===== src/design/fault_event_pkg.sv =====
package fault_event_pkg;

   // ------------------------------------------------------------------
   // register map
   // ------------------------------------------------------------------
   localparam int          ADDR_W            = 12;
   localparam int          DATA_W            = 32;
   localparam logic [11:0] OFS_FAULT_STATUS  = 12'h034;
   localparam logic [11:0] OFS_EVENT_CONTROL = 12'h038;
   localparam logic [11:0] OFS_MSG_DATA      = 12'h03c;
   localparam logic [11:0] OFS_MSG_TARGET    = 12'h040;
   localparam logic [11:0] OFS_IRQ_MASK      = 12'h048;

   // ------------------------------------------------------------------
   // field positions
   // ------------------------------------------------------------------
   localparam int POS_MESSAGE_MASK    = 31;
   localparam int POS_MESSAGE_PENDING = 30;
   localparam int POS_FAULT_OVERFLOW  = 0;
   localparam int POS_PRIMARY_PENDING = 1;
   localparam int POS_ADV_OVERFLOW    = 2;
   localparam int POS_ADV_FIRST       = 3;
   localparam int POS_QUEUE_ERROR     = 4;
   localparam int POS_BAD_COMPLETION  = 5;
   localparam int POS_COMPL_TIMEOUT   = 6;
   localparam int STATUS_W            = 7;
   localparam int PAYLOAD_W           = 16;
   localparam int TARGET_LSB          = 2;
   localparam int TARGET_W            = DATA_W - TARGET_LSB;
   localparam int RECORDS_DEFAULT     = 8;

   // status bits whose setting is an interrupt condition
   localparam logic [STATUS_W-1:0] COND_BITS = 7'h78;

   // ------------------------------------------------------------------
   // reset values
   // ------------------------------------------------------------------
   localparam logic                  MASK_RESET       = 1'b1;
   localparam logic [PAYLOAD_W-1:0]  MSG_DATA_RESET   = 16'h0000;
   localparam logic [TARGET_W-1:0]   MSG_TARGET_RESET = 30'h00000000;
   localparam logic [STATUS_W-1:0]   STATUS_RESET     = 7'h00;
   localparam logic [STATUS_W-1:0]   IRQ_MASK_RESET   = 7'h7f;

   typedef enum logic [2:0] {
      SEL_NONE,
      SEL_STATUS,
      SEL_CONTROL,
      SEL_DATA,
      SEL_TARGET,
      SEL_IRQ_MASK
   } reg_sel_e;

   function automatic reg_sel_e decode_reg(input logic [ADDR_W-1:0] a);
      reg_sel_e s;
      s = SEL_NONE;
      if (a == OFS_FAULT_STATUS) s = SEL_STATUS;
      if (a == OFS_EVENT_CONTROL) s = SEL_CONTROL;
      if (a == OFS_MSG_DATA) s = SEL_DATA;
      if (a == OFS_MSG_TARGET) s = SEL_TARGET;
      if (a == OFS_IRQ_MASK) s = SEL_IRQ_MASK;
      return s;
   endfunction : decode_reg

endpackage : fault_event_pkg


===== src/design/fault_event_interrupt_ctrl.sv =====
// Functional notes
// - unmasked condition sends a message from programmed data and target
// - mask bit 31 resets to one and blocks any message while set
// - pending bit 30 is set whenever an interrupt condition is detected
// - primary logging: fault recorded, primary flag set, is a condition
// - advanced logging: first log record written and flag set is a condition
// - invalidation queue error flag setting is a condition
// - invalid remote cache completion flag setting is a condition
// - remote cache completion time-out flag setting is a condition
// - no new condition while any fault status flag is already set
// - pending stays set while the message is unsent and any status flag is set
// - pending clears on message sent or software clearing all status flags
// - primary pending flag is the OR of all record valid bits
// - message payload is message data bits 15:0
// - message address is the dword-aligned target bits 31:2
`timescale 1ns/1ps

module fault_event_interrupt_ctrl
   import fault_event_pkg::*;
#(
   parameter int RECORDS = RECORDS_DEFAULT
) (
   // clock and reset
   input  wire logic                 clk,
   input  wire logic                 rst,
   // register port
   input  wire logic [ADDR_W-1:0]    reg_addr,
   input  wire logic [DATA_W-1:0]    reg_wdata,
   input  wire logic                 reg_wr,
   input  wire logic                 reg_rd,
   output logic      [DATA_W-1:0]    reg_rdata,
   // fault sources
   input  wire logic [RECORDS-1:0]   fault_record_valid,
   input  wire logic                 adv_log_active,
   input  wire logic                 adv_first_record_set,
   input  wire logic                 adv_overflow_set,
   input  wire logic                 fault_overflow_set,
   input  wire logic                 queue_error_set,
   input  wire logic                 bad_completion_set,
   input  wire logic                 completion_timeout_set,
   // interrupt message
   output logic                      msg_valid,
   input  wire logic                 msg_ready,
   output logic      [DATA_W-1:0]    msg_target,
   output logic      [PAYLOAD_W-1:0] msg_payload,
   // local interrupt
   output logic                      irq
);

   // ------------------------------------------------------------------
   // declarations
   // ------------------------------------------------------------------
   logic                  message_mask;
   logic                  message_pending;
   logic [PAYLOAD_W-1:0]  message_payload;
   logic [TARGET_W-1:0]   message_target;
   logic [STATUS_W-1:0]   sticky;
   logic [STATUS_W-1:0]   irq_mask;
   logic                  primary_pending_fault;
   logic                  primary_q;
   logic                  primary_rise;
   logic                  status_any;
   logic                  new_cond;
   logic                  sent;
   logic [STATUS_W-1:0]   set_vec;
   logic [STATUS_W-1:0]   clr_vec;
   logic [STATUS_W-1:0]   status_view;
   reg_sel_e              sel;
   logic                  wr_status;

   assign sel       = decode_reg(reg_addr);
   assign wr_status = reg_wr && (sel == SEL_STATUS);

   // ------------------------------------------------------------------
   // fault status flags
   // ------------------------------------------------------------------
   assign primary_pending_fault = |fault_record_valid;

   always_comb begin
      set_vec = '0;
      set_vec[POS_FAULT_OVERFLOW] = fault_overflow_set;
      set_vec[POS_ADV_OVERFLOW]   = adv_overflow_set && adv_log_active;
      set_vec[POS_ADV_FIRST]      = adv_first_record_set
                                    && adv_log_active;
      set_vec[POS_QUEUE_ERROR]    = queue_error_set;
      set_vec[POS_BAD_COMPLETION] = bad_completion_set;
      set_vec[POS_COMPL_TIMEOUT]  = completion_timeout_set;
   end

   // live flag is not sticky, so never clearable by a write
   always_comb begin
      clr_vec = '0;
      if (wr_status) begin
         clr_vec = reg_wdata[STATUS_W-1:0];
      end
      clr_vec[POS_PRIMARY_PENDING] = 1'b0;
   end

   // a set in the clearing cycle wins
   always_ff @(posedge clk) begin
      if (rst) begin
         sticky <= STATUS_RESET;
      end else begin
         sticky <= (sticky & ~clr_vec) | set_vec;
      end
   end

   always_ff @(posedge clk) begin
      if (rst) begin
         primary_q <= 1'b0;
      end else begin
         primary_q <= primary_pending_fault;
      end
   end

   always_comb begin
      status_view = sticky;
      status_view[POS_PRIMARY_PENDING] = primary_pending_fault;
   end

   // ------------------------------------------------------------------
   // condition detection
   // ------------------------------------------------------------------
   assign status_any   = (|sticky) || primary_q;
   assign primary_rise = primary_pending_fault && !primary_q
                         && !adv_log_active;
   assign new_cond     = !status_any
                         && (primary_rise || |(set_vec & COND_BITS));

   // ------------------------------------------------------------------
   // pending bit and message
   // ------------------------------------------------------------------
   assign msg_valid = message_pending && !message_mask;
   assign sent      = msg_valid && msg_ready;

   always_ff @(posedge clk) begin
      if (rst) begin
         message_pending <= 1'b0;
      end else if (new_cond) begin
         message_pending <= 1'b1;
      end else if (sent || !status_any) begin
         message_pending <= 1'b0;
      end
   end

   assign msg_payload = message_payload;
   assign msg_target  = {message_target, 2'b00};

   // ------------------------------------------------------------------
   // software registers
   // ------------------------------------------------------------------
   always_ff @(posedge clk) begin
      if (rst) begin
         message_mask <= MASK_RESET;
      end else if (reg_wr && sel == SEL_CONTROL) begin
         message_mask <= reg_wdata[POS_MESSAGE_MASK];
      end
   end

   always_ff @(posedge clk) begin
      if (rst) begin
         message_payload <= MSG_DATA_RESET;
      end else if (reg_wr && sel == SEL_DATA) begin
         message_payload <= reg_wdata[PAYLOAD_W-1:0];
      end
   end

   always_ff @(posedge clk) begin
      if (rst) begin
         message_target <= MSG_TARGET_RESET;
      end else if (reg_wr && sel == SEL_TARGET) begin
         message_target <= reg_wdata[DATA_W-1:TARGET_LSB];
      end
   end

   always_ff @(posedge clk) begin
      if (rst) begin
         irq_mask <= IRQ_MASK_RESET;
      end else if (reg_wr && sel == SEL_IRQ_MASK) begin
         irq_mask <= reg_wdata[STATUS_W-1:0];
      end
   end

   assign irq = |(status_view & ~irq_mask);

   // ------------------------------------------------------------------
   // read data, one cycle after the strobe
   // ------------------------------------------------------------------
   always_ff @(posedge clk) begin
      if (rst) begin
         reg_rdata <= '0;
      end else if (reg_rd) begin
         reg_rdata <= '0;
         unique case (sel)
            SEL_STATUS: begin
               reg_rdata[STATUS_W-1:0] <= status_view;
            end
            SEL_CONTROL: begin
               reg_rdata[POS_MESSAGE_MASK]    <= message_mask;
               reg_rdata[POS_MESSAGE_PENDING] <= message_pending;
            end
            SEL_DATA: begin
               reg_rdata[PAYLOAD_W-1:0] <= message_payload;
            end
            SEL_TARGET: begin
               reg_rdata[DATA_W-1:TARGET_LSB] <= message_target;
            end
            SEL_IRQ_MASK: begin
               reg_rdata[STATUS_W-1:0] <= irq_mask;
            end
            SEL_NONE: begin
               reg_rdata <= '0;
            end
         endcase
      end else begin
         reg_rdata <= '0;
      end
   end
endmodule : fault_event_interrupt_ctrl


===== config.mk =====
export PLATFORM = sky130hd
export DESIGN_NAME = fault_event_interrupt_ctrl
export DESIGN_NICKNAME = d
export VERILOG_FILES = /design/src/design/fault_event_pkg.sv /design/src/design/fault_event_interrupt_ctrl.sv
export SDC_FILE = /design/constraint.sdc
export NUM_CORES = 1
export LEC_CHECK = 0
export BUFFER_PORTS_ARGS = -buffer_cell sky130_fd_sc_hd__clkbuf_2
export CAP_MARGIN = 20
export CELL_PAD_IN_SITES_DETAIL_PLACEMENT = 0
export CELL_PAD_IN_SITES_GLOBAL_PLACEMENT = 2
export CORE_MARGIN = 8
export CORE_UTILIZATION = 24
export DETAILED_ROUTE_END_ITERATION = 12
export PLACE_DENSITY = 0.78
export SYNTH_ARGS = -nofsm -noshare
export SYNTH_HDL_FRONTEND = slang
export SYNTH_SLANG_ARGS = --single-unit

===== constraint.sdc =====
create_clock -name clk -period 2 [get_ports clk]
set_input_delay 0.3 -clock clk [delete_from_list [all_inputs] [get_ports clk]]
set_output_delay 0.3 -clock clk [all_outputs]
set_load 0.02 [all_outputs]

==> summary.txt <==
status: finished, final reports clean
DR DRC count: 0
fin util: 0.341
Synth area leaders: dfxtp_1 (53%), nand2_1 (10%), a21oi_1 (6.9%)
Core Footprint: 14500 sq um
WL/cell: 16.5 microns
Area growth syn-to-layout: 39.2%
worst hold-check path type: input pin to flop
Power Density: 730 nW/um^2
Post CTS Setup Buffer Count: 0
Final Setup Violations: 0
H-tree Lvls: 3
Yosys cell types: 42
CTS clock-pin slew for the worst setup and hold paths: 0.06 ns
ant diodes: 0
Cell Rows: 44
num ports: 146
worst setup margin: 0.206 ns
Startpoint Class: input pin
FF+latch count, synth: 94
layout cells sized above 1: 0.358
routability cong.: 0.744
largest net degree at the start of global routing: 63
commonest non-fill, non-tap cell in the layout: clkbuf_2
dpl ws: -0.0999 ns
Fin. Hold Viols: 0
RSZ-0062 raised after global routing: false
iteration-0 DRC count of the detailed router: 159
WP data arrival: 1.49 ns
initial antenna violation count: 0
Starting Density: 0.245
WS Path Type: input pin to output pin
Tmin final: 1.79 ns
Pins Over Slew Limit: 0
Slew @ Worst Pin: 0.684 ns
Die Height: 138 microns
clk_lat worst skew: 0.34 ns
DR vias: 3429
Clock Skew: 0.00642 ns
cts repair resizes: 0
final worst-path cycle share: 0.897
root buffer cell: clkbuf_16
Peak VDD IR: 0.394 mV
Die Footprint: 18900 sq um
hold_buf cts: 0
Mapped Cells: 398
total wire length: 12200 microns
Cell Area, Synth: 3550 sq um
share of the synthesized area in the top cell type: 0.530
ANT nets after route: 0
Max Cap Violations: 0
Clock Path Buffers: 2
Lkg Pwr: 2.06 nW
drt pass-1 iters: 4
CTS buffer count: 9
CTS tree: built
Critical Path RT: 1.70 ns
Rel. slew slack: 0.544
number of nets in the layout: 620
DP Wirelength: 9100 microns
Total GRT Usage: 0.129
sequential share of the synthesized area: 0.530
most frequent cells in the layout: clkbuf_2 (143), nand2_1 (99), dfxtp_1 (94)
GR Overflow Total: 0
area leader, netlist: dfxtp_1
maximum clock rate: 557 MHz
worst hold slack: 0.180 ns
vias in the first global route: 3464
first-pass GRT wire length: 18600 microns
Crit. End Element: output pin
clock sinks: 94
Worst Path Max Fanout: 2
Ys Warns: 0
Syn Area/Cell: 8.92 sq um
via/cell ratio: 4.62
PortBufs: 143
die span in x: 138 microns
[power breakdown]
part	switching, mW	leakage (nW)	internal (mW)
sequential	0.0101	0.759	1.88
clock	0.702	0.124	0.826
combinational	0.103	1.17	0.0810
[through the flow]
step	power, mW	cell area (sq um)	std cells	setup TNS (ns)
4_1_cts	3.67	4940	743	0
3_3_place_gp	2.12	4690	729	-2.65
5_1_grt	3.76	4940	743	0
3_5_place_dp	2.12	4690	729	-3.55
2_1_floorplan	2.01	3570	399	-0.575
6_report	3.61	4940	743	0
[area by class of cell]
| class | count | area [sq um] |
|---|---|---|
| timing repair buffer | 172 | 996 |
| clock buffer | 10 | 229 |
| clock inverter | 4 | 26.3 |
| multi-input combinational | 268 | 1540 |
| sequential | 94 | 1880 |
| inverter | 11 | 41.3 |
| tap | 184 | 230 |
| fill | 1524 | 9540 |
[flip-flops by register name, indices dropped and copies added, names as in the netlist]
name / count
irq_mask: 7
message_mask: 1
message_pending: 1
message_target: 30
msg_payload: 16
primary_q: 1
reg_rdata: 32
sticky: 6
[synthesized netlist by cell type]
library cell	count
nor4_1	4
a211oi_4	1
nor3_1	5
inv_1	11
nor4_2	2
buf_4	2
conb_1	1
buf_1	1
a31oi_1	1
or4_1	5
dfxtp_1	94
nand4b_1	1
nand3_1	2
a22o_1	11
a32oi_1	1
o311a_1	1
nand3b_1	2
and2_1	14
a22oi_1	5
mux2i_1	1
clkbuf_1	18
nor3_4	1
o21ai_0	5
nand2b_1	4
or4_4	2
nor2b_1	8
nor3b_4	1
o21bai_1	1
o211ai_1	1
a2111oi_0	1
nand2_1	99
mux2_2	7
or3_1	1
or4b_1	1
a21oi_1	49
a211o_1	7
o22ai_1	3
buf_6	1
a311oi_1	6
nor2_1	12
a2111o_1	1
buf_2	4
[critical path: stages]
cell and delay, ns:
clkbuf_2 0.08, or4_1 0.55, nor2_1 0.22, o21ai_0 0.15
clkbuf_2 0.19
[final timing paths]
path	startpoint	end	slack, ns	depth (start not counted)
min	reg_wdata[23]	message_target[21]$_SDFFE_PP0P_	0.18	3
max	fault_record_valid[1]	irq	0.21	5
max reg2reg	sticky[2]$_SDFF_PP0_	message_pending$_SDFFE_PP0P_	0.40	4
min reg2reg	message_target[21]$_SDFFE_PP0P_	message_target[21]$_SDFFE_PP0P_	0.46	2
[kinds of logic (layout without fill, tap and decap cells)]
kind of cell    after synthesis  in the layout  synth area share
compound gates               94             94             0.174
buf+inv                      37            197            0.0448
flops                        94             94             0.530
simple gates                164            164             0.225
mux                           8              8            0.0250
other cells                   1              2           0.00106
[metal layers]
metal  GRT usage  share of wire  up-vias
met4      0.0495          0.015        0
met3      0.0423          0.092       12
li1            -              -     1681
met5           0              0        -
met1       0.148           0.42     1616
met2       0.217           0.47      120
No activity file was read; power rests on OpenSTA's default activity.
